<file path="config.mk">
export PLATFORM = sky130hd
export DESIGN_NAME = pcb_device_flat
export DESIGN_NICKNAME = d
export VERILOG_FILES = /design/src/rtl/pcb_pkg.sv /design/src/rtl/pcb_if.sv /design/src/rtl/pcb_device.sv /design/src/flat_wrapper.sv
export SDC_FILE = /design/constraint.sdc
export NUM_CORES = 2
export LEC_CHECK = 0
export BUFFER_PORTS_ARGS = -buffer_cell sky130_fd_sc_hd__buf_2
export CAP_MARGIN = 20
export CORE_ASPECT_RATIO = 0.75
export CORE_MARGIN = 1.5
export CORE_UTILIZATION = 50
export DETAILED_ROUTE_END_ITERATION = 8
export PLACE_DENSITY = 0.76
export SLEW_MARGIN = 20
export SYNTH_ARGS = -nofsm -noshare
export SYNTH_HDL_FRONTEND = slang
export SYNTH_SLANG_ARGS = --single-unit
export TNS_END_PERCENT = 100
</file>
<file path="constraint.sdc">
create_clock -name clk -period 9 [get_ports clk]
set_clock_uncertainty 0.1 [all_clocks]
set_input_delay 2.7 -clock clk [delete_from_list [all_inputs] [get_ports clk]]
set_output_delay 2.7 -clock clk [all_outputs]
set_load 0.05 [all_outputs]
</file>
<file path="src/rtl/pcb_pkg.sv">
// constants shared by both ends of the power configuration command bank
// assumes one 250 MHz clock common to both ends
package pcb_pkg;
  // ********************************************************
  // command codes
  // ********************************************************
  localparam logic [7:0] CMD_PAGE = 8'h00;
  localparam logic [7:0] CMD_CLEAR_FAULTS = 8'h03;
  localparam logic [7:0] CMD_FORMAT = 8'h20;
  localparam logic [7:0] CMD_NOMINAL = 8'h21;
  localparam logic [7:0] CMD_CEILING = 8'h24;
  localparam logic [7:0] CMD_MARGIN_HIGH = 8'h25;
  localparam logic [7:0] CMD_MARGIN_LOW = 8'h26;
  localparam logic [7:0] CMD_FREQ = 8'h33;
  localparam logic [7:0] CMD_START_TH = 8'h35;
  localparam logic [7:0] CMD_STOP_TH = 8'h36;
  localparam logic [7:0] CMD_OUT_OV_FAULT = 8'h40;
  localparam logic [7:0] CMD_OUT_OV_WARN = 8'h42;
  localparam logic [7:0] CMD_OUT_UV_WARN = 8'h43;
  localparam logic [7:0] CMD_OUT_UV_FAULT = 8'h44;
  localparam logic [7:0] CMD_IN_OV_FAULT = 8'h55;
  localparam logic [7:0] CMD_IN_UV_WARN = 8'h58;
  localparam logic [7:0] CMD_STATUS_WORD = 8'h79;
  localparam logic [7:0] CMD_STATUS_OUT = 8'h7a;
  localparam logic [7:0] CMD_HARD_MAX = 8'ha5;
  localparam logic [7:0] CMD_ALERT_MASK = 8'hf0;
  localparam logic [7:0] CMD_PHASE = 8'hf5;
  // ********************************************************
  // reset values
  // ********************************************************
  localparam logic [7:0] RST_FORMAT = 8'h14;
  localparam logic [15:0] RST_NOMINAL = 16'h1000;
  localparam logic [15:0] RST_CEILING = 16'h599a;
  localparam logic [15:0] RST_MARGIN_HIGH = 16'h10cd;
  localparam logic [15:0] RST_MARGIN_LOW = 16'h0f33;
  localparam logic [15:0] RST_START_TH = 16'hcac0;
  localparam logic [15:0] RST_STOP_TH = 16'hcaa0;
  localparam logic [15:0] RST_OUT_OV_FAULT = 16'h119a;
  localparam logic [15:0] RST_OUT_OV_WARN = 16'h1133;
  localparam logic [15:0] RST_OUT_UV_WARN = 16'h0ecd;
  localparam logic [15:0] RST_OUT_UV_FAULT = 16'h0e66;
  localparam logic [15:0] RST_IN_OV_FAULT = 16'hda2e;
  localparam logic [15:0] RST_IN_UV_WARN = 16'hcaa6;
  localparam logic [15:0] RST_HARD_MAX = 16'h5b34;
  localparam logic [15:0] RST_FREQ = 16'h0000;
  localparam logic [7:0] RST_PHASE = 8'h00;
  localparam logic [7:0] RST_ALERT_MASK = 8'h00;
  // ********************************************************
  // fields
  // ********************************************************
  localparam int PHASE_SHARED_EA_BIT = 7;
  localparam int PHASE_SHARE_CLK_BIT = 4;
  localparam logic [7:0] PHASE_WRITABLE = 8'h97;
  localparam logic [15:0] FREQ_EXT_OSC = 16'h0000;
  localparam int ST_OUT_OV_FAULT_BIT = 7;
  localparam int ST_OUT_OV_WARN_BIT = 6;
  localparam int ST_OUT_UV_WARN_BIT = 5;
  localparam int ST_OUT_UV_FAULT_BIT = 4;
  localparam int SW_VOUT_BIT = 15;
  localparam int SW_INPUT_BIT = 13;
  localparam int SW_BUSY_BIT = 7;
  localparam int SW_NONE_ABOVE_BIT = 0;
  localparam int MASK_OV_WARN_BIT = 1;
  localparam int MASK_UV_WARN_BIT = 0;
  // ********************************************************
  // timing
  // ********************************************************
  localparam int CLK_PERIOD_NS = 4;
  localparam int ADC_LAG_MS = 90;
  localparam int ADC_LAG_CYCLES = ADC_LAG_MS * 1000000 / CLK_PERIOD_NS;
  localparam int PLL_SETTLE_NS = 1000;
  localparam int PLL_SETTLE_CYCLES =
    (PLL_SETTLE_NS + CLK_PERIOD_NS - 1) / CLK_PERIOD_NS;
  localparam int CHANNELS = 2;
endpackage : pcb_pkg

</file>
<file path="src/rtl/pcb_if.sv">
// command link between the host end and the device end
// assumes both ends share clk; one request outstanding at a time
`timescale 1ns/1ns
interface pcb_if;
  logic req_valid;
  logic req_write;
  logic [7:0] req_code;
  logic [15:0] req_data;
  logic rsp_valid;
  logic rsp_err;
  logic [15:0] rsp_data;
  modport dev (
    input req_valid,
    input req_write,
    input req_code,
    input req_data,
    output rsp_valid,
    output rsp_err,
    output rsp_data
  );
  modport host (
    output req_valid,
    output req_write,
    output req_code,
    output req_data,
    input rsp_valid,
    input rsp_err,
    input rsp_data
  );
endinterface : pcb_if

</file>
<file path="src/rtl/pcb_device.sv">
// device end: command registers, write guards, limit monitors
// assumes host issues single-cycle requests and waits for rsp_valid
//
// Functional notes
// - phase and frequency writes only while off
// - running write: discard, raise busy fault
// - frequency change flags loss of lock
// - zero selects external oscillator, fixed codes
// - frequency and input limits are linear words
// - host keeps shared amplifier bit clear
// - input overvoltage fault above limit
// - input undervoltage warning below level
// - start conversion at start threshold
// - stop conversion at stop threshold
// - format byte reads fixed 0x14
// - host keeps margin high above nominal
// - host keeps margin low below nominal
// - cap commanded output at ceiling
// - read-only hard maximum output word
// - output overvoltage fault above limit
// - output undervoltage fault below limit
// - output warnings set status bits and alert unless masked; input warning sets status only
`timescale 1ns/1ns
module pcb_device #(
  parameter int ADC_CYCLES = pcb_pkg::ADC_LAG_CYCLES
) (
  input wire logic clk,
  input wire logic ce,
  input wire logic nrst,
  pcb_if.dev bus,
  input wire logic [1:0] run,
  input wire logic [1:0] op_on,
  input wire logic [1:0][1:0] margin_sel,
  input wire logic [15:0] vin_level,
  input wire logic [1:0][15:0] vout_sense,
  output logic [1:0] conv_enable,
  output logic [1:0][15:0] vout_target,
  output logic [7:0] phase_config,
  output logic [15:0] freq_select,
  output logic ext_osc,
  output logic pll_unlock,
  output logic busy_fault,
  output logic vin_ov_fault,
  output logic vin_uv_warn,
  output logic [1:0] vout_ov_fault,
  output logic [1:0] vout_uv_fault,
  output logic [1:0] vout_ov_warn,
  output logic [1:0] vout_uv_warn,
  output logic alert_n
);
  // ********************************************************
  // decoding helpers
  // ********************************************************
  // scale a linear word to a common fixed point for comparison
  function automatic logic signed [47:0] pcb_l11(input logic [15:0] w);
    logic signed [47:0] m;
    logic [4:0] sh;
    m = 48'(signed'(w[10:0]));
    sh = w[15:11] ^ 5'h10;
    return m <<< sh;
  endfunction : pcb_l11

  function automatic logic pcb_freq_ok(input logic [15:0] w);
    unique case (w)
      16'h0000, 16'hf3e8, 16'hfabc, 16'hfb52, 16'hfbe8,
      16'h023f, 16'h028a, 16'h02ee, 16'h03e8: return 1'b1;
      default: return 1'b0;
    endcase
  endfunction : pcb_freq_ok

  // ********************************************************
  // registers
  // ********************************************************
  logic page;
  logic [15:0] nominal [2];
  logic [15:0] ceiling [2];
  logic [15:0] m_high [2];
  logic [15:0] m_low [2];
  logic [15:0] ov_fault_lvl [2];
  logic [15:0] ov_warn_lvl [2];
  logic [15:0] uv_warn_lvl [2];
  logic [15:0] uv_fault_lvl [2];
  logic [15:0] start_th;
  logic [15:0] stop_th;
  logic [15:0] in_ov_lvl;
  logic [15:0] in_uv_lvl;
  logic [7:0] alert_mask;
  logic [31:0] adc_cnt;
  logic adc_tick;
  logic [15:0] pll_cnt;

  logic take;
  logic wr_ok;
  logic wr_busy;
  logic rd_err;
  logic wr_err;
  logic [15:0] rd_data;
  logic any_active;
  logic clr;
  logic [15:0] status_word;

  assign take = ce & bus.req_valid;
  assign any_active = |(run & op_on);
  assign clr = take & bus.req_write & (bus.req_code == pcb_pkg::CMD_CLEAR_FAULTS);
  assign wr_ok = take & bus.req_write & ~wr_err;

  always_comb begin
    wr_err = 1'b0;
    wr_busy = 1'b0;
    unique case (bus.req_code)
      pcb_pkg::CMD_PAGE: wr_err = |bus.req_data[7:1];
      pcb_pkg::CMD_FREQ, pcb_pkg::CMD_PHASE: begin
        wr_busy = any_active;
        wr_err = any_active | ((bus.req_code == pcb_pkg::CMD_FREQ) &
                 ~pcb_freq_ok(bus.req_data));
      end
      pcb_pkg::CMD_OUT_OV_FAULT:
        wr_err = bus.req_data > pcb_pkg::RST_HARD_MAX;
      pcb_pkg::CMD_CLEAR_FAULTS, pcb_pkg::CMD_NOMINAL,
      pcb_pkg::CMD_CEILING, pcb_pkg::CMD_MARGIN_HIGH,
      pcb_pkg::CMD_MARGIN_LOW, pcb_pkg::CMD_START_TH,
      pcb_pkg::CMD_STOP_TH, pcb_pkg::CMD_OUT_OV_WARN,
      pcb_pkg::CMD_OUT_UV_WARN, pcb_pkg::CMD_OUT_UV_FAULT,
      pcb_pkg::CMD_IN_OV_FAULT, pcb_pkg::CMD_IN_UV_WARN,
      pcb_pkg::CMD_ALERT_MASK: wr_err = 1'b0;
      default: wr_err = 1'b1; // read-only or unknown codes
    endcase
  end

  always_comb begin
    status_word = 16'h0000;
    status_word[pcb_pkg::SW_VOUT_BIT] = vout_ov_fault[page] |
      vout_uv_fault[page] | vout_ov_warn[page] | vout_uv_warn[page];
    status_word[pcb_pkg::SW_INPUT_BIT] = vin_ov_fault | vin_uv_warn;
    status_word[pcb_pkg::SW_BUSY_BIT] = busy_fault;
    status_word[pcb_pkg::SW_NONE_ABOVE_BIT] =
      vout_ov_warn[page] | vout_uv_warn[page];
  end

  always_comb begin
    rd_err = 1'b0;
    rd_data = 16'h0000;
    unique case (bus.req_code)
      pcb_pkg::CMD_PAGE: rd_data = {15'h0000, page};
      pcb_pkg::CMD_FORMAT: rd_data = {8'h00, pcb_pkg::RST_FORMAT};
      pcb_pkg::CMD_NOMINAL: rd_data = nominal[page];
      pcb_pkg::CMD_CEILING: rd_data = ceiling[page];
      pcb_pkg::CMD_MARGIN_HIGH: rd_data = m_high[page];
      pcb_pkg::CMD_MARGIN_LOW: rd_data = m_low[page];
      pcb_pkg::CMD_OUT_OV_FAULT: rd_data = ov_fault_lvl[page];
      pcb_pkg::CMD_OUT_OV_WARN: rd_data = ov_warn_lvl[page];
      pcb_pkg::CMD_OUT_UV_WARN: rd_data = uv_warn_lvl[page];
      pcb_pkg::CMD_OUT_UV_FAULT: rd_data = uv_fault_lvl[page];
      pcb_pkg::CMD_HARD_MAX: rd_data = pcb_pkg::RST_HARD_MAX;
      pcb_pkg::CMD_START_TH: rd_data = start_th;
      pcb_pkg::CMD_STOP_TH: rd_data = stop_th;
      pcb_pkg::CMD_IN_OV_FAULT: rd_data = in_ov_lvl;
      pcb_pkg::CMD_IN_UV_WARN: rd_data = in_uv_lvl;
      pcb_pkg::CMD_FREQ: rd_data = freq_select;
      pcb_pkg::CMD_PHASE: rd_data = {8'h00, phase_config};
      pcb_pkg::CMD_ALERT_MASK: rd_data = {8'h00, alert_mask};
      pcb_pkg::CMD_STATUS_WORD: rd_data = status_word;
      pcb_pkg::CMD_STATUS_OUT: begin
        rd_data[pcb_pkg::ST_OUT_OV_FAULT_BIT] = vout_ov_fault[page];
        rd_data[pcb_pkg::ST_OUT_OV_WARN_BIT] = vout_ov_warn[page];
        rd_data[pcb_pkg::ST_OUT_UV_WARN_BIT] = vout_uv_warn[page];
        rd_data[pcb_pkg::ST_OUT_UV_FAULT_BIT] = vout_uv_fault[page];
      end
      default: rd_err = 1'b1;
    endcase
  end

  // ********************************************************
  // response
  // ********************************************************
  always_ff @(posedge clk) begin
    if (!nrst) begin
      bus.rsp_valid <= 1'b0;
      bus.rsp_err <= 1'b0;
      bus.rsp_data <= 16'h0000;
    end else if (ce) begin
      bus.rsp_valid <= bus.req_valid;
      bus.rsp_err <= bus.req_write ? wr_err : rd_err;
      bus.rsp_data <= bus.req_write ? 16'h0000 : rd_data;
    end
  end

  // ********************************************************
  // configuration writes
  // ********************************************************
  always_ff @(posedge clk) begin
    if (!nrst) begin
      page <= 1'b0;
      for (int c = 0; c < pcb_pkg::CHANNELS; c++) begin
        nominal[c] <= pcb_pkg::RST_NOMINAL;
        ceiling[c] <= pcb_pkg::RST_CEILING;
        m_high[c] <= pcb_pkg::RST_MARGIN_HIGH;
        m_low[c] <= pcb_pkg::RST_MARGIN_LOW;
        ov_fault_lvl[c] <= pcb_pkg::RST_OUT_OV_FAULT;
        ov_warn_lvl[c] <= pcb_pkg::RST_OUT_OV_WARN;
        uv_warn_lvl[c] <= pcb_pkg::RST_OUT_UV_WARN;
        uv_fault_lvl[c] <= pcb_pkg::RST_OUT_UV_FAULT;
      end
      start_th <= pcb_pkg::RST_START_TH;
      stop_th <= pcb_pkg::RST_STOP_TH;
      in_ov_lvl <= pcb_pkg::RST_IN_OV_FAULT;
      in_uv_lvl <= pcb_pkg::RST_IN_UV_WARN;
      freq_select <= pcb_pkg::RST_FREQ;
      phase_config <= pcb_pkg::RST_PHASE;
      alert_mask <= pcb_pkg::RST_ALERT_MASK;
    end else if (ce && wr_ok) begin
      unique case (bus.req_code)
        pcb_pkg::CMD_PAGE: page <= bus.req_data[0];
        pcb_pkg::CMD_NOMINAL: nominal[page] <= bus.req_data;
        pcb_pkg::CMD_CEILING: ceiling[page] <= bus.req_data;
        pcb_pkg::CMD_MARGIN_HIGH: m_high[page] <= bus.req_data;
        pcb_pkg::CMD_MARGIN_LOW: m_low[page] <= bus.req_data;
        pcb_pkg::CMD_OUT_OV_FAULT: ov_fault_lvl[page] <= bus.req_data;
        pcb_pkg::CMD_OUT_OV_WARN: ov_warn_lvl[page] <= bus.req_data;
        pcb_pkg::CMD_OUT_UV_WARN: uv_warn_lvl[page] <= bus.req_data;
        pcb_pkg::CMD_OUT_UV_FAULT: uv_fault_lvl[page] <= bus.req_data;
        pcb_pkg::CMD_START_TH: start_th <= bus.req_data;
        pcb_pkg::CMD_STOP_TH: stop_th <= bus.req_data;
        pcb_pkg::CMD_IN_OV_FAULT: in_ov_lvl <= bus.req_data;
        pcb_pkg::CMD_IN_UV_WARN: in_uv_lvl <= bus.req_data;
        pcb_pkg::CMD_FREQ: freq_select <= bus.req_data;
        pcb_pkg::CMD_PHASE:
          phase_config <= bus.req_data[7:0] & pcb_pkg::PHASE_WRITABLE;
        pcb_pkg::CMD_ALERT_MASK: alert_mask <= bus.req_data[7:0];
        default: page <= page;
      endcase
    end
  end

  // ********************************************************
  // busy fault and pll lock
  // ********************************************************
  always_ff @(posedge clk) begin
    if (!nrst) begin
      busy_fault <= 1'b0;
    end else if (ce) begin
      // set wins over a clear in the same cycle
      if (take && bus.req_write && wr_busy) begin
        busy_fault <= 1'b1;
      end else if (clr) begin
        busy_fault <= 1'b0;
      end
    end
  end

  always_ff @(posedge clk) begin
    if (!nrst) begin
      pll_cnt <= 16'h0000;
      pll_unlock <= 1'b0;
      ext_osc <= 1'b1;
    end else if (ce) begin
      ext_osc <= freq_select == pcb_pkg::FREQ_EXT_OSC;
      if (wr_ok && bus.req_code == pcb_pkg::CMD_FREQ &&
          bus.req_data != freq_select) begin
        pll_cnt <= 16'(pcb_pkg::PLL_SETTLE_CYCLES);
        pll_unlock <= 1'b1;
      end else if (pll_cnt != 16'h0000) begin
        pll_cnt <= pll_cnt - 16'h0001;
        pll_unlock <= pll_cnt != 16'h0001;
      end
    end
  end

  // ********************************************************
  // adc-paced monitors
  // ********************************************************
  // limits are judged once per adc period, so detection lags by up to it
  always_ff @(posedge clk) begin
    if (!nrst) begin
      adc_cnt <= 32'h00000000;
      adc_tick <= 1'b0;
    end else if (ce) begin
      adc_tick <= adc_cnt == 32'(ADC_CYCLES - 1);
      adc_cnt <= (adc_cnt == 32'(ADC_CYCLES - 1)) ? 32'h00000000 :
                 adc_cnt + 32'h00000001;
    end
  end

  always_ff @(posedge clk) begin
    if (!nrst) begin
      vin_ov_fault <= 1'b0;
      vin_uv_warn <= 1'b0;
      conv_enable <= 2'b00;
    end else if (ce) begin
      if (adc_tick && pcb_l11(vin_level) > pcb_l11(in_ov_lvl)) begin
        vin_ov_fault <= 1'b1;
      end else if (clr) begin
        vin_ov_fault <= 1'b0;
      end
      if (adc_tick && pcb_l11(vin_level) < pcb_l11(in_uv_lvl)) begin
        vin_uv_warn <= 1'b1;
      end else if (clr) begin
        vin_uv_warn <= 1'b0;
      end
      if (adc_tick && pcb_l11(vin_level) >= pcb_l11(start_th)) begin
        conv_enable <= run & op_on;
      end else if (adc_tick && pcb_l11(vin_level) <= pcb_l11(stop_th)) begin
        conv_enable <= 2'b00;
      end else begin
        conv_enable <= conv_enable & run & op_on;
      end
    end
  end

  generate
    for (genvar c = 0; c < pcb_pkg::CHANNELS; c++) begin : g_ch
      logic [15:0] sel;
      logic [15:0] cap;
      always_comb begin
        unique case (margin_sel[c])
          2'b01: sel = m_high[c];
          2'b10: sel = m_low[c];
          default: sel = nominal[c];
        endcase
        cap = (ceiling[c] < pcb_pkg::RST_HARD_MAX) ? ceiling[c] :
              pcb_pkg::RST_HARD_MAX;
      end
      always_ff @(posedge clk) begin
        if (!nrst) begin
          vout_target[c] <= pcb_pkg::RST_NOMINAL;
          vout_ov_fault[c] <= 1'b0;
          vout_uv_fault[c] <= 1'b0;
          vout_ov_warn[c] <= 1'b0;
          vout_uv_warn[c] <= 1'b0;
        end else if (ce) begin
          vout_target[c] <= (sel > cap) ? cap : sel;
          if (adc_tick && vout_sense[c] > ov_fault_lvl[c]) begin
            vout_ov_fault[c] <= 1'b1;
          end else if (clr) begin
            vout_ov_fault[c] <= 1'b0;
          end
          if (adc_tick && vout_sense[c] < uv_fault_lvl[c]) begin
            vout_uv_fault[c] <= 1'b1;
          end else if (clr) begin
            vout_uv_fault[c] <= 1'b0;
          end
          if (adc_tick && vout_sense[c] > ov_warn_lvl[c]) begin
            vout_ov_warn[c] <= 1'b1;
          end else if (clr) begin
            vout_ov_warn[c] <= 1'b0;
          end
          if (adc_tick && vout_sense[c] < uv_warn_lvl[c]) begin
            vout_uv_warn[c] <= 1'b1;
          end else if (clr) begin
            vout_uv_warn[c] <= 1'b0;
          end
        end
      end
    end
  endgenerate

  always_ff @(posedge clk) begin
    if (!nrst) begin
      alert_n <= 1'b1;
    end else if (ce) begin
      alert_n <= ~((|vout_ov_warn & ~alert_mask[pcb_pkg::MASK_OV_WARN_BIT]) |
                   (|vout_uv_warn & ~alert_mask[pcb_pkg::MASK_UV_WARN_BIT]) |
                   (|vout_ov_fault) | (|vout_uv_fault) |
                   vin_ov_fault | busy_fault);
    end
  end
endmodule : pcb_device

</file>
<file path="src/flat_wrapper.sv">
// flat-port wrapper written by rule: the top's interface ports become plain ports
module pcb_device_flat 
#(
  parameter int ADC_CYCLES = pcb_pkg::ADC_LAG_CYCLES
)
  (clk, ce, nrst, run, op_on, margin_sel, vin_level, vout_sense, conv_enable, vout_target, phase_config, freq_select, ext_osc, pll_unlock, busy_fault, vin_ov_fault, vin_uv_warn, vout_ov_fault, vout_uv_fault, vout_ov_warn, vout_uv_warn, alert_n, bus_req_valid, bus_req_write, bus_req_code, bus_req_data, bus_rsp_valid, bus_rsp_err, bus_rsp_data);
  pcb_if bus_i ();
  input wire logic clk;
  input wire logic ce;
  input wire logic nrst;
  input wire logic [1:0] run;
  input wire logic [1:0] op_on;
  input wire logic [1:0][1:0] margin_sel;
  input wire logic [15:0] vin_level;
  input wire logic [1:0][15:0] vout_sense;
  output logic [1:0] conv_enable;
  output logic [1:0][15:0] vout_target;
  output logic [7:0] phase_config;
  output logic [15:0] freq_select;
  output logic ext_osc;
  output logic pll_unlock;
  output logic busy_fault;
  output logic vin_ov_fault;
  output logic vin_uv_warn;
  output logic [1:0] vout_ov_fault;
  output logic [1:0] vout_uv_fault;
  output logic [1:0] vout_ov_warn;
  output logic [1:0] vout_uv_warn;
  output logic alert_n;
  input wire logic [$bits(bus_i.req_valid)-1:0] bus_req_valid;
  input wire logic [$bits(bus_i.req_write)-1:0] bus_req_write;
  input wire logic [$bits(bus_i.req_code)-1:0] bus_req_code;
  input wire logic [$bits(bus_i.req_data)-1:0] bus_req_data;
  output wire logic [$bits(bus_i.rsp_valid)-1:0] bus_rsp_valid;
  output wire logic [$bits(bus_i.rsp_err)-1:0] bus_rsp_err;
  output wire logic [$bits(bus_i.rsp_data)-1:0] bus_rsp_data;
  assign bus_i.req_valid = bus_req_valid;
  assign bus_i.req_write = bus_req_write;
  assign bus_i.req_code = bus_req_code;
  assign bus_i.req_data = bus_req_data;
  assign bus_rsp_valid = bus_i.rsp_valid;
  assign bus_rsp_err = bus_i.rsp_err;
  assign bus_rsp_data = bus_i.rsp_data;
  pcb_device #(.ADC_CYCLES(ADC_CYCLES)) u_core (.clk(clk), .ce(ce), .nrst(nrst), .bus(bus_i), .run(run), .op_on(op_on), .margin_sel(margin_sel), .vin_level(vin_level), .vout_sense(vout_sense), .conv_enable(conv_enable), .vout_target(vout_target), .phase_config(phase_config), .freq_select(freq_select), .ext_osc(ext_osc), .pll_unlock(pll_unlock), .busy_fault(busy_fault), .vin_ov_fault(vin_ov_fault), .vin_uv_warn(vin_uv_warn), .vout_ov_fault(vout_ov_fault), .vout_uv_fault(vout_uv_fault), .vout_ov_warn(vout_ov_warn), .vout_uv_warn(vout_uv_warn), .alert_n(alert_n));
endmodule
</file>
### Word-level counts from Yosys, hierarchy flattened

Memories as Yosys holds them, arrays and structs flattened. A register that Yosys moved wholly into a read port is not among the register bits.
Cells that the tools add are included.
Widths: inputs -> output; s select.

* register bits after elaboration: 209
* memory bits (writable): 256
* input bits: 85
* memories kept: 8
* logic and storage cells: 318
* output and inout port bits: 90

* equality and inequality tests: 35
* bitwise operators: 31
* $add $sub $neg: 2
* reductions and logical operators: 72
* order comparisons: 18
* multiplexer cells: 116
* shift operators: 5

Memory list
* u_core.ceiling: words 2, bits a word 16, rd ports 3, clocked after memory_dff 1, write ports 2, line pcb_device.sv:76 `logic [15:0] ceiling [2];`
* u_core.m_high: words 2, bits a word 16, rd ports 3, clocked after memory_dff 1, write ports 2, line pcb_device.sv:77 `logic [15:0] m_high [2];`
* u_core.m_low: words 2, bits a word 16, rd ports 3, clocked after memory_dff 1, write ports 2, line pcb_device.sv:78 `logic [15:0] m_low [2];`
* u_core.nominal: words 2, bits a word 16, rd ports 3, clocked after memory_dff 1, write ports 2, line pcb_device.sv:75 `logic [15:0] nominal [2];`
* u_core.ov_fault_lvl: words 2, bits a word 16, rd ports 3, clocked after memory_dff 1, write ports 2, line pcb_device.sv:79 `logic [15:0] ov_fault_lvl [2];`
* u_core.ov_warn_lvl: words 2, bits a word 16, rd ports 3, clocked after memory_dff 1, write ports 2, line pcb_device.sv:80 `logic [15:0] ov_warn_lvl [2];`
* +2 memories

Operators by type and width (number)
* $mux 16: 15
* $sshl 11x5->48: 5
* $reduce_or 16->1: 8
* $pmux 8 s15: 1
* $gt 16x16->1: 6
* $mux 1: 92
* $pmux 4 s19: 1
* $pmux 4 s18: 1
* $eq 16x10->1 const B: 4
* $eq 16x16->1 const B: 4
* $eq 8x6->1 const B: 8
* $eq 8x7->1 const B: 8
* $lt 16x16->1: 4
* $pmux 16 s2: 2
* $ge 48x48->1: 1
* $gt 48x48->1: 1
* $le 48x48->1: 1
* $lt 48x48->1: 1
* $reduce_and 2->1: 20
* $add 32x1->32 const B: 1
* $eq 32x25->1 const B: 1
* $logic_not 16->1: 2
* $lt 16x15->1 const B: 2
* $mux 32: 1
* other kinds (24): 89

### Longest topological paths before layout

* depth in word-level cells: 16
* depth in mapped cells: 17
* depth with buffers taken out: 15

### Worst setup path after synthesis

OpenSTA, ideal clock, no wires.

* path kind: input port to flip-flop
* start point: input port bus_req_data[5]
* end point: memory u_core.ov_fault_lvl[0][0], enable pin
* data arrival time: 6.020 ns
* setup time: 0.411 ns
* stages: 9
* setup slack: 2.469 ns
* cells stage by stage: clkbuf_1 -> or3_4 -> or4_4 -> a2111oi_4 -> nor3_1 -> a211o_1 -> buf_6 -> or3_1 -> o21ai_0

RTL lines
* from (decl): line flat_wrapper.sv:33 `input wire logic [$bits(bus_i.req_data)-1:0] bus_req_data;`
* to (decl): line pcb_device.sv:79

### Final worst setup path

* start point: input port vin_level[12]
* end point: register u_core.conv_enable[0]

* longest elaborated chain between the ends: 5

RTL lines
* from (decl): line flat_wrapper.sv:14 `input wire logic [15:0] vin_level;`
* $sshl 11x5->48 *: line pcb_device.sv:60 `return m <<< sh;`
* $le 48x48->1: line pcb_device.sv:302 `end else if (adc_tick && pcb_l11(vin_level) <= pcb_l11(stop_th)) begin`
* $logic_and 1x1->1: line pcb_device.sv:302
* $mux 2: line pcb_device.sv:302
* $mux 2 *: line pcb_device.sv:300 `if (adc_tick && pcb_l11(vin_level) >= pcb_l11(start_th)) begin`
* to (signal assigned): line pcb_device.sv:301 `conv_enable <= run & op_on;`
* to (signal assigned): line pcb_device.sv:305 `conv_enable <= conv_enable & run & op_on;`
* to (decl): line pcb_device.sv:36 `output logic [1:0] conv_enable,`

Mark *: on every way between the ends. The rest lies on a longest branch, timed or not.
A chain may end at the register's enable or synchronous reset.

==> impl_metrics.json <==
{
  "status": "finished clean",
  "vdd_drop_max_mv": 0.189,
  "cellPowerDensity_mw_per_mm2": 150,
  "port_buffers": 171,
  "cts.clk_slew.worst_paths_ns": 0.08,
  "drt-total-wl_mm": 138,
  "syn_area_per_cell_um2": 8.69,
  "die_area_mm2": 0.0704,
  "synth_seq_cells": 466,
  "max_slew.worst_pin.slew_ns": 1.21,
  "numCtsBuffers": 48,
  "netlist_area_mm2": 0.0344,
  "hold_violations": 0,
  "start_util_pct": 50.4,
  "avgViaCountPerCell": 6.82,
  "maxCapViolCount": 0,
  "synth_cell_types": 85,
  "insertion_delay_ns": 0.62,
  "die_h_um": 230,
  "overflow": 0,
  "syn_to_final_growth_pct": 9.14,
  "fmax_mhz": 164,
  "clk_path_buf_depth": 3,
  "drcViolationCount": 0,
  "wl_per_cell_um": 28.0,
  "setup_violations": 0,
  "firstDrtPassIters": 9,
  "post_cts_buffers": 0,
  "drive_above_1_share_pct": 9.70,
  "grt_max_degree": 61,
  "critPathKind": "input pin to flip-flop",
  "final.setup.tns_ns": 0,
  "clock-root-buffer": "clkbuf_16",
  "reg2reg_to": "u_core.vout_target[27]",
  "grt_pass1_vias": 29900,
  "crit_required_ns": 9.48,
  "max_slew_margin_pct": 18.5,
  "track_usage_pct": 37.8,
  "slew_viol_final": 0,
  "synth_cells": 3959,
  "rows": 83,
  "grt_pass1_wl_mm": 198,
  "core_area_mm2": 0.0682,
  "antenna_found_initial": 11,
  "cts_tree": "yes",
  "hp-class": "flip-flop to flip-flop",
  "synth_edf_count": 256,
  "io_pins": 175,
  "yosys_warnings": 0,
  "async_reset_ff_share_pct": 0,
  "clock_sinks": 466,
  "hold_start": "u_core.vout_target[18]",
  "hpwl_mm": 102,
  "critPathLaunchType": "input pin",
  "hold_ws_ns": 0.356,
  "cts_resized": 0,
  "fin_nets": 4385,
  "rsz0062_at_grt": "false",
  "holdPathStages": 2,
  "place_ws_ns": 2.38,
  "power_leakage_nw": 15.3,
  "fin_crit_ns": 6.09,
  "fp.dieW_um": 306,
  "gp_congestion": 1.10,
  "num_vias": 33500,
  "synth_ff_type": "edfxtp_1",
  "ant_nets": 0,
  "h-tree-depth": 2,
  "reg2reg_from": "u_core.ceiling[1][3]",
  "cp_data_arrival_time_ns": 6.57,
  "critPathMaxFanout": 20,
  "drt_iter0_markers": 5940,
  "min_period_over_period_pct": 67.7,
  "cp-end-kind": "flip-flop",
  "ff2ff_setup_slack_ns": 4.55,
  "worst_slack_ns": 2.91,
  "seq_area_frac_synth_pct": 34.6,
  "r2r_cells": 14,
  "whs_endpoint": "u_core.vout_target[18]",
  "holdBufCountCts": 0
}
==> worst max path at each step <==
stage / end / slack [ns] / from / cells past startpoint
after floorplan: u_core.ov_fault_lvl[0][0] / 2.47 / bus_req_data[5] / 9
after global placement: u_core.freq_select[6] / 2.37 / bus_req_code[6] / 8
after detailed placement: u_core.conv_enable[0] / 2.38 / vin_level[12] / 14
after CTS: u_core.vout_target[4] / 3.01 / margin_sel[0] / 12
after global routing: u_core.conv_enable[0] / 2.69 / vin_level[12] / 14
final: u_core.conv_enable[0] / 2.91 / vin_level[12] / 14
==> metrics by stage <==
step	area (µm²)	util (%)	power [W]	cells
floorplan	34400	-	0.00309	3964
global placement	35800	52.5	0.00340	4812
detailed placement	35800	52.5	0.00342	4812
CTS	37500	54.9	0.00557	4901
global route	37500	55.0	0.00579	4906
finish	37500	55.0	0.00563	4911
==> worst max-delay path, cell delays in order <==
cell and delay, ns:
buf_2 0.32, mux2_2 0.39, o21ai_0 0.47, o21ai_0 0.25, o21ba_2 0.26, a21bo_2 0.31, ha_1 0.33, nand4_1 0.14
nor4_1 0.51, nand2_1 0.14, nor3_1 0.18, a311oi_1 0.08, a21oi_1 0.29, a221o_1 0.19
==> area by class of cell <==
class                           count  area, µm²
Antenna cell                       10       25.0
Clock buffer                       71       1440
Clock inverter                     18        260
Fill cell                        6166      30700
Inverter                          175        657
Multi-Input combinational cell   3042      20800
Sequential cell                   466      11900
Tap cell                          892       1120
Timing Repair Buffer              237       1350
==> cells in the mapped netlist (10+ instances only) <==
library cell | number | area share (%)
nor3_1 | 57 | 0.83
nand2b_1 | 40 | 0.73
o22ai_1 | 28 | 0.51
dfxtp_1 | 210 | 12
xnor2_1 | 14 | 0.36
a211o_1 | 13 | 0.33
xor2_1 | 44 | 1.1
a22oi_1 | 82 | 1.8
buf_1 | 33 | 0.36
a31oi_1 | 47 | 0.86
nand3b_1 | 18 | 0.39
o21a_1 | 26 | 0.57
nor4b_1 | 11 | 0.28
and2_1 | 166 | 3.0
edfxtp_1 | 256 | 22
a221oi_1 | 30 | 0.76
or3_1 | 101 | 1.8
mux2i_1 | 192 | 5.6
nor2_1 | 273 | 3.0
ha_1 | 330 | 12
nand4_1 | 68 | 1.2
o2111ai_1 | 10 | 0.25
mux2_2 | 20 | 0.65
a2111oi_0 | 11 | 0.28
and3_1 | 25 | 0.45
a21o_1 | 77 | 1.7
nand2_1 | 389 | 4.2
nor2b_1 | 37 | 0.67
o31a_1 | 17 | 0.43
and4_1 | 12 | 0.31
nor4_1 | 25 | 0.45
a21boi_0 | 14 | 0.31
nand3_1 | 123 | 1.8
a211oi_1 | 25 | 0.55
o211ai_1 | 30 | 0.65
clkbuf_1 | 235 | 2.6
o21ai_0 | 294 | 4.3
o31ai_1 | 14 | 0.31
mux4_2 | 12 | 0.79
inv_1 | 166 | 1.8
a21oi_1 | 225 | 3.3
==> state kept, by name, indices dropped and copies added (netlist names), 2 cells and up, named ones only <==
name                  count
u_core.adc_cnt           32
u_core.alert_mask         8
u_core.bus.rsp_data      16
u_core.ceiling           32
u_core.conv_enable        2
u_core.freq_select       16
u_core.in_ov_lvl         16
u_core.in_uv_lvl         16
u_core.m_high            32
u_core.m_low             32
u_core.nominal           32
u_core.ov_fault_lvl      32
u_core.ov_warn_lvl       32
u_core.phase_config       5
u_core.pll_cnt           16
u_core.start_th          16
u_core.stop_th           16
u_core.uv_fault_lvl      32
u_core.uv_warn_lvl       32
u_core.vout_ov_fault      2
u_core.vout_ov_warn       2
u_core.vout_target       32
u_core.vout_uv_fault      2
u_core.vout_uv_warn       2
==> routing by layer <==
metal  vias to the layer above  global-route usage, %  share of wire, %
li1                      14600                      -                 -
met1                     15800                   54.5                40
met2                      2649                   50.1                38
met3                       383                   16.1                18
met4                        14                   11.6               3.5
met5                         -                   1.03              0.18
==> cells in the final DEF (no fill, tap or decap), types with 14 or more instances in the layout <==
cell type / Yosys / routed
a211oi_1: 25 / 25
nand2b_1: 40 / 39
nand4_1: 68 / 68
dfxtp_1: 210 / 209
inv_1: 166 / 165
nor2b_1: 37 / 37
mux2i_1: 192 / 192
nor4_1: 25 / 24
o211ai_1: 30 / 30
a221oi_1: 30 / 30
buf_4: 3 / 67
xnor2_1: 14 / 14
buf_2: 3 / 170
a21oi_1: 225 / 224
nor3_1: 57 / 57
o21a_1: 26 / 26
mux2_2: 20 / 20
xor2_1: 44 / 44
ha_1: 330 / 330
and2_1: 166 / 166
a22oi_1: 82 / 82
o21ai_1: 0 / 16
o22ai_1: 28 / 28
nand2_1: 389 / 388
o31a_1: 17 / 17
or3_1: 101 / 101
clkbuf_16: 0 / 50
and3_1: 25 / 25
edfxtp_1: 256 / 256
nand3b_1: 18 / 18
a31oi_1: 47 / 47
o21ai_0: 294 / 278
nor2_1: 273 / 272
nand3_1: 123 / 123
a21o_1: 77 / 77
a21boi_0: 14 / 14
==> report_power, final <==
| group | switching, W | total [W] | internal (W) |
|---|---|---|---|
| Sequential | 0.0000860 | 0.00242 | 0.00233 |
| Clock | 0.000931 | 0.00219 | 0.00126 |
| Combinational | 0.000678 | 0.00102 | 0.000341 |
==> logic make-up (layout without fill, tap and decap cells) <==
family          after synthesis  after routing  synth area share (%)
simple gates               1386           1386                  20.3
other cells                   2             17                0.0218
fa+ha+maj                   330            330                  12.0
flops                       466            466                  34.6
compound gates             1037           1037                  19.4
mux                         224            224                  7.03
buf+inv                     456            501                  5.16
xor+xnor                     58             58                  1.48
Power figures use the tool's default switching activity.
